===== config.mk =====
export PLATFORM = sky130hd
export DESIGN_NAME = csv_regs
export DESIGN_NICKNAME = d
export VERILOG_FILES = /design/src/hdl/csv_pkg.sv /design/src/hdl/csv_regs.sv
export SDC_FILE = /design/constraint.sdc
export NUM_CORES = 1
export LEC_CHECK = 0
export BUFFER_PORTS_ARGS = -buffer_cell sky130_fd_sc_hd__buf_2
export CAP_MARGIN = 40
export CORE_AREA = 10 10 120 122
export CTS_CLUSTER_DIAMETER = 40
export DETAILED_ROUTE_END_ITERATION = 7
export DIE_AREA = 0 0 130 132
export GPL_ROUTABILITY_DRIVEN = 1
export SKIP_LAST_GASP = 1
export SYNTH_ARGS = -nofsm -noshare
export SYNTH_HDL_FRONTEND = slang
export SYNTH_SLANG_ARGS = --single-unit

===== constraint.sdc =====
create_clock -name clk_sys -period 2.45 [get_ports clk_sys]
set_clock_uncertainty 0.1 [all_clocks]
set_input_delay 0.49 -clock clk_sys [delete_from_list [all_inputs] [get_ports clk_sys]]
set_output_delay 0.49 -clock clk_sys [all_outputs]
set_load 0.05 [all_outputs]

===== src/hdl/csv_pkg.sv =====
// Shared constants of the charger status and voltage register block.
package csv_pkg;
  // Register byte addresses as seen through the serial port.
  localparam logic [7:0] ADDR_VOLT_LOW = 8'h04;
  localparam logic [7:0] ADDR_STAT_LOW = 8'h20;
  localparam logic [7:0] ADDR_STAT_HIGH = 8'h21;
  localparam logic [7:0] ADDR_HOT_STAT = 8'h22;
  localparam logic [7:0] ADDR_ASSIST_CTRL = 8'h32;
  // Charge-voltage low byte: value bits 7..3 kept, bits 2..0 reserved.
  localparam logic [7:0] VOLT_LOW_MASK = 8'hf8;
  localparam logic [7:0] VOLT_LOW_RESET = 8'h00;
  // Weights of the three lowest value bits, in millivolts.
  localparam int VOLT_BIT5_MV = 32;
  localparam int VOLT_BIT4_MV = 16;
  localparam int VOLT_BIT3_MV = 8;
  // Status high byte field positions.
  localparam int ST_INPUT_PRESENT = 7;
  localparam int ST_OPT_DONE = 6;
  localparam int ST_ASSIST = 5;
  localparam int ST_VIN_REG = 4;
  localparam int ST_IIN_REG = 3;
  localparam int ST_FAST = 2;
  localparam int ST_PRE = 1;
  localparam int ST_REVERSE = 0;
  // Status low byte fault positions.
  localparam int FT_INPUT_OV = 7;
  localparam int FT_BATT_OC = 6;
  localparam int FT_INPUT_OC = 5;
  localparam int FT_SYS_OV = 4;
  localparam int FT_SYS_UV = 3;
  localparam int FT_FORCE_OFF = 2;
  localparam int FT_REV_OV = 1;
  localparam int FT_REV_UV = 0;
  // Faults that clear on a host read; the other two clear on a write of 0.
  localparam logic [7:0] FT_READ_CLEAR = 8'he7;
  localparam logic [7:0] STATUS_RESET = 8'h00;
  // Assist control byte fields and reset value.
  localparam int CTL_ASSIST_OFF = 5;
  localparam int CTL_ADAPTER_HOT = 1;
  localparam int CTL_SYSV_HOT = 0;
  localparam logic [7:0] CTL_MASK = 8'h23;
  localparam logic [7:0] CTL_RESET = 8'h02;
  // Processor-hot status byte: assist-exit flag position.
  localparam int HOT_EXIT = 0;
  // Serial port states.
  typedef enum logic [3:0] {
    I2C_IDLE, I2C_ADDR, I2C_ACK_ADDR, I2C_REG, I2C_ACK_REG,
    I2C_WDATA, I2C_ACK_W, I2C_RDATA, I2C_RACK
  } csv_i2c_state_t;
endpackage : csv_pkg


===== src/hdl/csv_regs.sv =====
// Behaviour
// RL1: Low value bits weigh 32, 16, 8 mV.
// RL2: Bits 2..0 reserved, reset zero, writes ignored.
// RL3: Input-present follows the input-in-range level.
// RL4: Charger-ok never set without input-present.
// RL5: Listed faults pull charger-ok low.
// RL6: Optimizer-done bit reports routine completion.
// RL7: Assist bit 5; entry only on host command.
// RL8: Assist leaves on command or any fault.
// RL9: Auto exit sets flag, holds processor-hot low.
// RL10: Assist command is pin high and bit clear.
// RL11: Assist entry disables loops, swaps hot triggers.
// RL12: Assist exit re-enables loops and limit pin.
// RL13: Bit 4 reports voltage regulation either direction.
// RL14: Bit 3 reports forward input-current regulation.
// RL15: Bit 2 reports fast charge.
// RL16: Bit 1 reports pre-charge.
// RL17: Bit 0 reports reverse output mode.
// RL18: Read-only faults latch until host read.
// RL19: System-overvoltage latch holds converter off.
// RL20: Status bytes at 0x20 and 0x21, reset zero.
`timescale 1ns/1ps
`default_nettype none
module csv_regs
  import csv_pkg::*;
#(
  parameter logic [6:0] DEV_ADDR = 7'h09 // Serial address; arbitrary value.
) (
  input wire logic clk_sys, // System clock, 50 MHz.
  input wire logic rst, // Synchronous reset, active high.
  input wire logic ce, // Clock enable; all state holds while low.
  input wire logic sclIn, // Serial clock pin level.
  input wire logic sdaIn, // Serial data pin level.
  output logic sdaOut, // Serial data drive value, always low.
  output logic sdaOe, // Serial data drive enable, high pulls low.
  input wire logic reverseAssistPin, // Reverse/assist pin level.
  input wire logic vbusInRange, // Input bus within its valid range.
  input wire logic optimizerComplete, // Optimizer routine finished.
  input wire logic vinRegulating, // Input-voltage loop active, forward.
  input wire logic voutRegulating, // Output-voltage loop active, reverse.
  input wire logic iinRegulating, // Input-current loop active.
  input wire logic fastCharging, // Charger in fast charge.
  input wire logic precharging, // Charger in pre-charge.
  input wire logic reverseOutputActive, // Charger in reverse output mode.
  input wire logic [7:0] faultActive, // Fault levels, low-byte layout.
  input wire logic thermalShutdown, // Thermal shutdown level.
  input wire logic batteryOvervoltage, // Battery overvoltage level.
  output logic [7:0] chargeVoltageLow, // Stored charge-voltage low byte.
  output logic chargerOk, // Charger-ok indication.
  output logic converterEnable, // Converter allowed to run.
  output logic processorHotN, // Processor-hot output, active low.
  output logic inputVoltageLoopEn, // Input-voltage loop enable.
  output logic inputCurrentLoopEn, // Input-current loop enable.
  output logic criticalCurrentDetectEn, // Critical-current detect enable.
  output logic currentLimitPinEn, // Current-limit pin function enable.
  output logic adapterOkHotTrigger, // Adapter-ok hot trigger enable.
  output logic systemVoltageHotTrigger // System-voltage hot trigger enable.
);

  // A zero address would answer the general call, which we do not serve.
  if (DEV_ADDR == 7'h00) begin : g_addr_check
    $error("csv_regs: DEV_ADDR must not be zero");
  end

  logic [1:0] sclSync_q; // Serial clock synchroniser chain.
  logic [1:0] sdaSync_q; // Serial data synchroniser chain.
  logic [1:0] pinSync_q; // Assist pin synchroniser chain.
  logic sclPrev_q; // Previous synchronised clock, for edges.
  logic sdaPrev_q; // Previous synchronised data, for edges.
  csv_i2c_state_t state_q; // Serial port state.
  logic [3:0] bitCnt_q; // Bits shifted in the current byte.
  logic [7:0] shift_q; // Receive shift register.
  logic [7:0] txShift_q; // Transmit shift register.
  logic [7:0] txSnap_q; // Byte last loaded for transmit.
  logic [7:0] ptr_q; // Register pointer.
  logic readDir_q; // Current transfer is a read.
  logic hostAck_q; // Host acknowledged the last read byte.
  logic drive_q; // Pull serial data low.
  logic wrStb_q; // One-cycle register write strobe.
  logic [7:0] wrAddr_q; // Address of the strobed write.
  logic [7:0] wrData_q; // Data of the strobed write.
  logic rdStb_q; // One-cycle strobe: a byte was sent to the host.
  logic [7:0] rdAddr_q; // Address of the byte just sent.
  logic [7:0] rdData_q; // Value of the byte just sent.
  logic [7:0] voltLow_q; // Charge-voltage low byte.
  logic [7:0] statHigh_q; // Status high byte.
  logic [7:0] faults_q; // Latched faults, status low byte.
  logic [7:0] ctl_q; // Assist control byte.
  logic assist_q; // Assist mode active.
  logic cmdPrev_q; // Assist command one cycle ago.
  logic exitFlag_q; // Assist mode left on its own.
  logic chgOk_q; // Registered charger-ok.
  logic [3:0] loopEn_q; // Loop enables: vin, iin, crit, limit pin.

  logic sclS; // Synchronised serial clock.
  logic sdaS; // Synchronised serial data.
  logic sclRise; // Serial clock rising edge.
  logic sclFall; // Serial clock falling edge.
  logic startCond; // Start or repeated start seen.
  logic stopCond; // Stop seen.
  logic assistCmd; // Host asks for assist mode.
  logic faultAny; // Any fault is active this cycle.
  logic assist_d; // Next assist state.
  logic [7:0] rdByte; // Byte that the pointer addresses now.

  // Read decode; unmapped addresses read as zero.
  function automatic logic [7:0] readByte(input logic [7:0] a);
    unique case (a)
      ADDR_VOLT_LOW: readByte = voltLow_q & VOLT_LOW_MASK; // see RL2
      ADDR_STAT_LOW: readByte = faults_q; // see RL20
      ADDR_STAT_HIGH: readByte = statHigh_q; // see RL20
      ADDR_HOT_STAT: readByte = {7'h00, exitFlag_q};
      ADDR_ASSIST_CTRL: readByte = ctl_q & CTL_MASK;
      default: readByte = 8'h00;
    endcase
  endfunction : readByte

  assign rdByte = readByte(ptr_q);
  assign sclS = sclSync_q[1];
  assign sdaS = sdaSync_q[1];
  assign sclRise = sclS & ~sclPrev_q;
  assign sclFall = ~sclS & sclPrev_q;
  assign startCond = sclS & sclPrev_q & sdaPrev_q & ~sdaS;
  assign stopCond = sclS & sclPrev_q & ~sdaPrev_q & sdaS;
  assign assistCmd = pinSync_q[1] & ~ctl_q[CTL_ASSIST_OFF]; // see RL10
  assign faultAny = (|faultActive) | thermalShutdown | batteryOvervoltage;

  // Pins come from outside the clock domain, so two flops each.
  always_ff @(posedge clk_sys) begin
    if (rst) begin
      sclSync_q <= 2'h3;
      sdaSync_q <= 2'h3;
      pinSync_q <= 2'h0;
      sclPrev_q <= 1'b1;
      sdaPrev_q <= 1'b1;
    end else if (ce) begin
      sclSync_q <= {sclSync_q[0], sclIn};
      sdaSync_q <= {sdaSync_q[0], sdaIn};
      pinSync_q <= {pinSync_q[0], reverseAssistPin};
      sclPrev_q <= sclS;
      sdaPrev_q <= sdaS;
    end
  end

  // Serial slave: address, pointer, then auto-incrementing data bytes.
  always_ff @(posedge clk_sys) begin
    if (rst) begin
      state_q <= I2C_IDLE;
      bitCnt_q <= 4'h0;
      shift_q <= 8'h00;
      txShift_q <= 8'h00;
      txSnap_q <= 8'h00;
      ptr_q <= 8'h00;
      readDir_q <= 1'b0;
      hostAck_q <= 1'b0;
      drive_q <= 1'b0;
      wrStb_q <= 1'b0;
      wrAddr_q <= 8'h00;
      wrData_q <= 8'h00;
      rdStb_q <= 1'b0;
      rdAddr_q <= 8'h00;
      rdData_q <= 8'h00;
    end else if (ce) begin
      wrStb_q <= 1'b0;
      rdStb_q <= 1'b0;
      if (startCond) begin
        // A start always restarts address reception.
        state_q <= I2C_ADDR;
        bitCnt_q <= 4'h0;
        drive_q <= 1'b0;
      end else if (stopCond) begin
        state_q <= I2C_IDLE;
        drive_q <= 1'b0;
      end else if (sclRise) begin
        // Data is sampled while the clock is high.
        if (state_q == I2C_RACK) begin
          hostAck_q <= ~sdaS;
        end else if (state_q inside {I2C_ADDR, I2C_REG, I2C_WDATA}) begin
          shift_q <= {shift_q[6:0], sdaS};
          bitCnt_q <= bitCnt_q + 4'h1;
        end
      end else if (sclFall) begin
        // Our drive changes only while the clock is low.
        unique case (state_q)
          I2C_IDLE: begin
            drive_q <= 1'b0;
          end
          I2C_ADDR: begin
            if (bitCnt_q == 4'h8) begin
              if (shift_q[7:1] == DEV_ADDR) begin
                state_q <= I2C_ACK_ADDR;
                readDir_q <= shift_q[0];
                drive_q <= 1'b1;
              end else begin
                // Another device is addressed; stay off the bus.
                state_q <= I2C_IDLE;
              end
            end
          end
          I2C_ACK_ADDR: begin
            bitCnt_q <= 4'h0;
            if (readDir_q) begin
              state_q <= I2C_RDATA;
              txShift_q <= rdByte;
              txSnap_q <= rdByte;
              drive_q <= ~rdByte[7];
            end else begin
              state_q <= I2C_REG;
              drive_q <= 1'b0;
            end
          end
          I2C_REG: begin
            if (bitCnt_q == 4'h8) begin
              ptr_q <= shift_q;
              state_q <= I2C_ACK_REG;
              drive_q <= 1'b1;
            end
          end
          I2C_ACK_REG, I2C_ACK_W: begin
            if (state_q == I2C_ACK_W) begin
              ptr_q <= ptr_q + 8'h01;
            end
            state_q <= I2C_WDATA;
            bitCnt_q <= 4'h0;
            drive_q <= 1'b0;
          end
          I2C_WDATA: begin
            if (bitCnt_q == 4'h8) begin
              wrStb_q <= 1'b1;
              wrAddr_q <= ptr_q;
              wrData_q <= shift_q;
              state_q <= I2C_ACK_W;
              drive_q <= 1'b1;
            end
          end
          I2C_RDATA: begin
            if (bitCnt_q == 4'h7) begin
              // Byte is out: release for the host acknowledge.
              state_q <= I2C_RACK;
              drive_q <= 1'b0;
              rdStb_q <= 1'b1;
              rdAddr_q <= ptr_q;
              rdData_q <= txSnap_q;
              ptr_q <= ptr_q + 8'h01;
            end else begin
              txShift_q <= {txShift_q[6:0], 1'b0};
              drive_q <= ~txShift_q[6];
              bitCnt_q <= bitCnt_q + 4'h1;
            end
          end
          I2C_RACK: begin
            bitCnt_q <= 4'h0;
            if (hostAck_q) begin
              state_q <= I2C_RDATA;
              txShift_q <= rdByte;
              txSnap_q <= rdByte;
              drive_q <= ~rdByte[7];
            end else begin
              state_q <= I2C_IDLE;
              drive_q <= 1'b0;
            end
          end
          default: begin
            state_q <= I2C_IDLE;
            drive_q <= 1'b0;
          end
        endcase
      end
    end
  end

  // Charge-voltage low byte; reserved bits never store a one.
  always_ff @(posedge clk_sys) begin
    if (rst) begin
      voltLow_q <= VOLT_LOW_RESET; // see RL2
    end else if (ce && wrStb_q && wrAddr_q == ADDR_VOLT_LOW) begin
      voltLow_q <= wrData_q & VOLT_LOW_MASK; // see RL1 RL2
    end
  end

  // Live status high byte, refreshed every cycle.
  always_ff @(posedge clk_sys) begin
    if (rst) begin
      statHigh_q <= STATUS_RESET; // see RL20
    end else if (ce) begin
      statHigh_q[ST_INPUT_PRESENT] <= vbusInRange; // see RL3
      statHigh_q[ST_OPT_DONE] <= optimizerComplete; // see RL6
      statHigh_q[ST_ASSIST] <= assist_q; // see RL7
      // Forward mode shows input voltage, reverse mode output voltage.
      statHigh_q[ST_VIN_REG] <= reverseOutputActive ? voutRegulating
                                                    : vinRegulating; // see RL13
      statHigh_q[ST_IIN_REG] <= ~reverseOutputActive & iinRegulating; // see RL14
      statHigh_q[ST_FAST] <= fastCharging; // see RL15
      statHigh_q[ST_PRE] <= precharging; // see RL16
      statHigh_q[ST_REVERSE] <= reverseOutputActive; // see RL17
    end
  end

  // Fault latches. A read clears only bits that were actually sent, so an
  // event arriving after the byte was loaded is kept; set wins over clear.
  always_ff @(posedge clk_sys) begin
    if (rst) begin
      faults_q <= STATUS_RESET;
    end else if (ce) begin
      logic [7:0] clr;
      clr = 8'h00;
      if (rdStb_q && rdAddr_q == ADDR_STAT_LOW) begin
        clr = rdData_q & FT_READ_CLEAR; // see RL18
      end
      if (wrStb_q && wrAddr_q == ADDR_STAT_LOW) begin
        clr[FT_SYS_OV] = ~wrData_q[FT_SYS_OV]; // see RL19
        clr[FT_SYS_UV] = ~wrData_q[FT_SYS_UV];
      end
      if (!vbusInRange) begin
        clr[FT_SYS_OV] = 1'b1; // see RL19
      end
      faults_q <= (faults_q & ~clr) | faultActive; // see RL18
    end
  end

  // Charger-ok needs input present and none of the blocking faults.
  always_ff @(posedge clk_sys) begin
    if (rst) begin
      chgOk_q <= 1'b0;
    end else if (ce) begin
      chgOk_q <= vbusInRange & // see RL4
                 ~(faultActive[FT_FORCE_OFF] | faultActive[FT_INPUT_OC] |
                   thermalShutdown | faults_q[FT_SYS_OV] |
                   faults_q[FT_SYS_UV] | batteryOvervoltage); // see RL5
    end
  end

  // Assist mode enters only on a fresh command edge, so after a fault exit
  // it stays out until the host withdraws and reissues the command.
  always_comb begin
    assist_d = assist_q;
    if (assist_q) begin
      if (faultAny || !assistCmd) begin
        assist_d = 1'b0; // see RL8
      end
    end else if (assistCmd && !cmdPrev_q && !faultAny) begin
      assist_d = 1'b1; // see RL7
    end
  end

  // Assist state, exit flag and the edge effects on loops and triggers.
  always_ff @(posedge clk_sys) begin
    if (rst) begin
      assist_q <= 1'b0;
      cmdPrev_q <= 1'b0;
      exitFlag_q <= 1'b0;
      ctl_q <= CTL_RESET;
      loopEn_q <= 4'hf;
    end else if (ce) begin
      assist_q <= assist_d;
      cmdPrev_q <= assistCmd;
      if (wrStb_q && wrAddr_q == ADDR_ASSIST_CTRL) begin
        ctl_q <= wrData_q & CTL_MASK;
      end
      if (assist_q && faultAny) begin
        exitFlag_q <= 1'b1; // see RL9
      end else if (wrStb_q && wrAddr_q == ADDR_HOT_STAT &&
                   !wrData_q[HOT_EXIT]) begin
        exitFlag_q <= 1'b0;
      end
      if (assist_d && !assist_q) begin
        // Hardware edits of the trigger bits win over a host write.
        loopEn_q <= 4'h0; // see RL11
        ctl_q[CTL_ADAPTER_HOT] <= 1'b0; // see RL11
        ctl_q[CTL_SYSV_HOT] <= 1'b1; // see RL11
      end else if (!assist_d && assist_q) begin
        loopEn_q <= 4'hf; // see RL12
      end
    end
  end

  assign sdaOut = 1'b0;
  assign sdaOe = drive_q;
  assign chargeVoltageLow = voltLow_q;
  assign chargerOk = chgOk_q;
  assign converterEnable = ~faults_q[FT_SYS_OV]; // see RL19
  assign processorHotN = ~exitFlag_q; // see RL9
  assign inputVoltageLoopEn = loopEn_q[3];
  assign inputCurrentLoopEn = loopEn_q[2];
  assign criticalCurrentDetectEn = loopEn_q[1];
  assign currentLimitPinEn = loopEn_q[0];
  assign adapterOkHotTrigger = ctl_q[CTL_ADAPTER_HOT];
  assign systemVoltageHotTrigger = ctl_q[CTL_SYSV_HOT];

endmodule : csv_regs
`default_nettype wire


## Word level (Yosys, flattened, before mapping)

Cells that the tools add are included.

| operators by class | value |
|---|---|
| add/subtract/negate cells | 2 |
| equal/unequal tests | 39 |
| mux-type cells | 72 |
| bitwise gates (word level) | 37 |
| reductions and logical operators | 49 |

Operator list:

| kind | number |
|---|---|
| 2-to-1 mux 4 bit | 17 |
| == test 8 x 6 -> 1 bit (second input constant) | 8 |
| 2-to-1 mux 8 bit | 8 |
| one-hot mux 8 bit (5 select lines) | 1 |
| one-hot mux 4 bit (8 select lines) | 1 |
| 2-to-1 mux 1 bit | 31 |
| one-hot mux 8 bit (3 select lines) | 1 |
| AND reduction 8 bit | 3 |
| one-hot mux 7 bit (3 select lines) | 1 |
| AND reduction 7 bit | 3 |
| == test 4 x 3 -> 1 bit (second input constant) | 5 |
| AND reduction 9 bit | 2 |
| NOT 1 bit | 17 |
| == test 8 x 3 -> 1 bit (second input constant) | 2 |
| != test 4 x 3 -> 1 bit (second input constant) | 4 |
| one-hot mux 8 bit (2 select lines) | 1 |
| nonzero test 3 bit | 5 |
| logical AND 1 bit | 12 |
| 2-to-1 mux 2 bit | 6 |
| != test 2 bit (second input constant) | 6 |
| AND reduction 6 bit | 2 |
| AND 1 bit | 10 |
| adder 8 x 1 -> 8 bit (second input constant) | 1 |
| AND 8 bit | 1 |
| 27 further kinds | 51 |

| storage, ports and cells | value |
|---|---|
| flip-flop bits (word level) | 116 |
| bits of input ports | 24 |
| output and inout bits | 19 |

## Longest topological paths before layout

| logic depth | value |
|---|---|
| word-level depth | 14 |
| depth in mapped cells | 9 |
| mapped depth without buffers | 7 |

## Least setup slack after synthesis

Ideal clock, no wire load.

| timing path | value |
|---|---|
| path kind | flip-flop to flip-flop |
| start | register sclPrev_q |
| end | register wrAddr_q[4] |
| arrival time | 1.956 ns |
| path slack | 0.267 ns |
| cell stages (with the launch flop) | 10 |
| buffers on the path | 2 |
| period minus slack after synthesis | 2.183 ns |
| path through | dfxtp_1 inv_1 ha_1 and3b_1 a21boi_2 and4_1 buf_2 buf_4 mux2i_1 nor2_1 |

| on the way | value |
|---|---|
| longest elaborated chain between the ends | 5 |
| elaborated cells on any way between the ends | 12 |
| those cells by class | bitwise (11); reduce/logical (1) |

RTL lines:

| element | line | RTL |
|---|---|---|
| start: declaration | csv_regs.sv:68 | `logic sclPrev_q;` |
| start signal: assignment | csv_regs.sv:140 | `sclPrev_q <= sclS;` |
| AND 1 bit | csv_regs.sv:123, csv_regs.sv:124 |  |
| AND 1 bit, on equally long branches (2 in series) | csv_regs.sv:124, csv_regs.sv:123 |  |
| NOT 1 bit (no line) | - |  |
| AND reduction 7 bit (no line) * | - |  |
| end signal: assignment | csv_regs.sv:230 | `wrAddr_q <= ptr_q;` |
| end: declaration | csv_regs.sv:80 | `logic [7:0] wrAddr_q;` |

Mark *: on every way between the ends. The rest lies on a longest branch, timed or not.
A chain may end at the register's enable or synchronous reset.

## Worst setup path after layout

| timing path | value |
|---|---|
| start | register sclPrev_q |
| end | register txShift_q[0] |

| on the way | value |
|---|---|
| longest elaborated chain between the ends | 5 |
| elaborated cells on any way between the ends | 12 |
| those cells by class | bitwise (11); reduce/logical (1) |

RTL lines:

| element | line | RTL |
|---|---|---|
| AND 1 bit | csv_regs.sv:123, csv_regs.sv:124 |  |
| AND 1 bit, on equally long branches (2 in series) | csv_regs.sv:124, csv_regs.sv:123 |  |
| NOT 1 bit (no line) | - |  |
| AND reduction 9 bit (no line) * | - |  |
| end signal: assignment | csv_regs.sv:204 | `txShift_q <= rdByte;` |
| end signal: assignment | csv_regs.sv:246 | `txShift_q <= {txShift_q[6:0], 1'b0};` |
| end signal: assignment | csv_regs.sv:255 | `txShift_q <= rdByte;` |
| end: declaration | csv_regs.sv:73 | `logic [7:0] txShift_q;` |

Marks and branches as above.

==> results.md <==
* Worst hold path type: in2reg
* Grt ovf at 0
* Critical path class: reg2reg
* Mapped Area at 5330 µm²
* Status: finished clean
* Dpl cells at 781
* RSZ-0062 raised after global routing: false
* Top FF cell, synth: dfxtp_1
* Vias at 4,627
* ANT cells at 0
* Slew Limit Fails at 0
* Max-Cap Viols at 0
* CP Max Fanout at 13
* RR Endpoint: txShift_q[0]$_SDFFE_PP0P_
* Critical path's largest stage delay at approximately 0.37 ns
* Setup_tns at 0 ns
* Hold-fix buffers, CTS at 0
* CTS buffer count at 9
* Die H at approximately 130 µm
* Worst VDD drop at about 0.48 mV
* Seq/Total Area, Yosys at 0.405
* Critical path launch point type: flop
* F_max at 452 MHz
* CP arrival at 2.39 ns
* Critical Path End Type: flop
* Worst r2r src: sclPrev_q$_SDFFE_PP1P_
* CTS max path bufs at 2
* Power per cell area at 558 nW/µm²
* Die width at about 130 µm
* Hold Crit Depth at 3
* Min-delay src: sclIn
* First-pass GRT wire length at 22,700 µm
* H-tree lvl count at 3
* Detailed Routing Iterations Pass 1 at 5
* Most frequent cells in the layout: dfxtp_1, nor2_1, mux2i_1
* Drt wl/cell at 17.7 µm
* Rel. slew slack at 0.518
* Mean post-synth cell area at 8.72 µm²
* Delay-heaviest family, CP: simple AND/OR/NAND/NOR gates
* TritonCTS clock tree: yes
* GRT Total Usage at 0.164
* Largest area contributor in the netlist: dfxtp_1
* Final setup viols at 0
* Vias per inst at 5.79
* Buffers on Ports at 38
* Leakage at approximately 0.0023 µW
* Crit share post-route at 0.903
* Final total power at ~3400 µW
* Non-filler cells, final at 799
* Yosys top cell area share at 0.405
* Async set-reset flop share out of synthesis at 0
* Post-Place Worst Slack at 0.123 ns
* IO Count at 43
* DRC violations left at 0
* Total routed wirelength at 14,100 µm
* Synth cell types at 71
* Area Overhead vs Synth at 12.5%
* Routability cong. at 0.872
* Cells after synthesis at 612
* DP Wirelength at roughly 10,000 µm
* Post-synth EDFFs at 0
* Final Hold Fails at 0
* Cell row count at 40
* Antenna violations before repair at 0
* Largest net degree at the start of global routing at 80
* Initial DRC Count at 315
* Routed Antenna Nets at 0
* Post-layout min period at 2.21 ns
* Final net count at 680
* Hold endpoint: sclSync_q[0]$_SDFFE_PP1P_
* Worst Reg-to-Reg Cells at 8
* Clk root buf: clkbuf_16
* Initial Util at 0.448
* Setup slack after layout at 0.237 ns
* Crit path buffers/inverters at 2
* Synth top area cells: dfxtp_1, mux2i_1, nor2_1
* Clock net sink count at 108
* Reg clk slew, reported paths at 0.07 ns
* Most common cell after layout, fill and taps aside: dfxtp_1
* Ratio of cells with drive above 1 in the final layout at 0.141
* Vias in the first global route at 4,315
* Clk Latency, worst-skew pair at roughly 0.35 ns
* CP cell instances: inv_1 -> ha_1 -> and3b_1 -> a21boi_4 -> o211ai_1 -> buf_4 -> or3b_1 -> a21oi_1
* DIE AREA at 17,200 µm²
* Hold WS at 0.258 ns
* Number of synthesis warnings at 0
* Core Box Area at 11,900 µm²
* Critical path data required time at 2.63 ns
* Crit-path slowest cell: dfxtp_1
* Seq cells post-synth at 108
* Reg2reg setup slack at 0.24 ns
* Actual slew at the worst max-slew pin at 0.713 ns
-- routing by layer --
layer / wire [µm] / track usage / share of wire / up-vias
met1: 6540 / 0.220 / 0.46 / 2245
met3: 768 / 0.0366 / 0.054 / 17
met2: 6660 / 0.256 / 0.47 / 120
met4: 149 / 0.0438 / 0.011 / 0
met5: 0 / 0 / 0 / -
li1: - / - / - / 2245
-- where the power goes --
part | internal (µW) | total (µW) | switching, µW | leakage (µW)
registers | 1780 | 1800 | 20.6 | 0.000875
logic | 70.4 | 201 | 131 | 0.00134
clock network | 696 | 1350 | 654 | 0.000131
total | 2550 | 3350 | 805 | 0.00235
-- how the worst max path moves through the flow --
| stage | from | slack (ns) | to | depth (start not counted) |
|---|---|---|---|---|
| after global placement | faultActive[1] | 0.16 | ctl_q[1]$_SDFFE_PP1P_ | 7 |
| after floorplan | sclPrev_q$_SDFFE_PP1P_ | 0.27 | wrAddr_q[4]$_SDFFE_PP0P_ | 9 |
| after CTS | sclPrev_q$_SDFFE_PP1P_ | 0.12 | txShift_q[0]$_SDFFE_PP0P_ | 8 |
| after detailed placement | faultActive[1] | 0.12 | ctl_q[1]$_SDFFE_PP1P_ | 7 |
| final | sclPrev_q$_SDFFE_PP1P_ | 0.24 | txShift_q[0]$_SDFFE_PP0P_ | 8 |
| after global routing | sclPrev_q$_SDFFE_PP1P_ | 0.03 | wrData_q[3]$_SDFFE_PP0P_ | 8 |
-- per-stage QoR --
step,util,area [µm²]
5_1_grt,0.504,6000
3_5_place_dp,0.479,5710
3_3_place_gp,0.479,5710
6_report,0.504,6000
4_1_cts,0.502,5980
2_1_floorplan,-,5350
-- layout make-up --
| cell class | instances | area, µm² |
|---|---|---|
| fill | 1153 | 5910 |
| multi-input combinational | 436 | 2840 |
| timing repair buffer | 68 | 453 |
| tap | 147 | 184 |
| clock buffer | 11 | 233 |
| inverter | 24 | 91.3 |
| clock inverter | 5 | 37.5 |
| sequential | 108 | 2160 |
-- synthesized netlist by cell type (7+ instances only) --
cell      instances
dfxtp_1         108
nand2_1          41
nor2b_1           8
a211o_1           7
nand3_1          18
o21ai_0          18
a21oi_1          37
nor3_1           10
nand4_1           8
nor2_1           83
buf_2            12
buf_4             9
ha_1              9
clkbuf_1         22
mux2i_1          63
inv_1            23
-- flip-flops by register name, summed over array words and instances (netlist names), 7 cells and up --
register / cells
faults_q: 8
ptr_q: 8
rdAddr_q: 8
shift_q: 8
statHigh_q: 8
wrAddr_q: 8
txShift_q: 7
wrData_q: 7
-- repair_timing --
| item | CTS | global route |
|---|---|---|
| buffers inserted | 0 | 2 |
| resized for setup | 0 | 1 |
| setup endpoints to repair | 0 | 23 |
-- tightest hold or removal path, cell delays in order --
cell and delay, ns:
buf_2 0.08, mux2i_1 0.05, nand2_1 0.06
-- logic make-up (layout without fill, tap and decap cells) --
group                    Yosys count  after routing  synth area share
AND/OR/NAND/NOR                  228            228             0.219
flip-flops                       108            108             0.405
XOR/XNOR                           3              3           0.00493
other                              1              4          0.000703
adder cells (fa/ha/maj)            9              9            0.0211
AO/OA/AOI/OAI                    129            129             0.164
buffers and inverters             71            108            0.0664
multiplexers                      63             63             0.118
(Power assumes the default switching activity.)
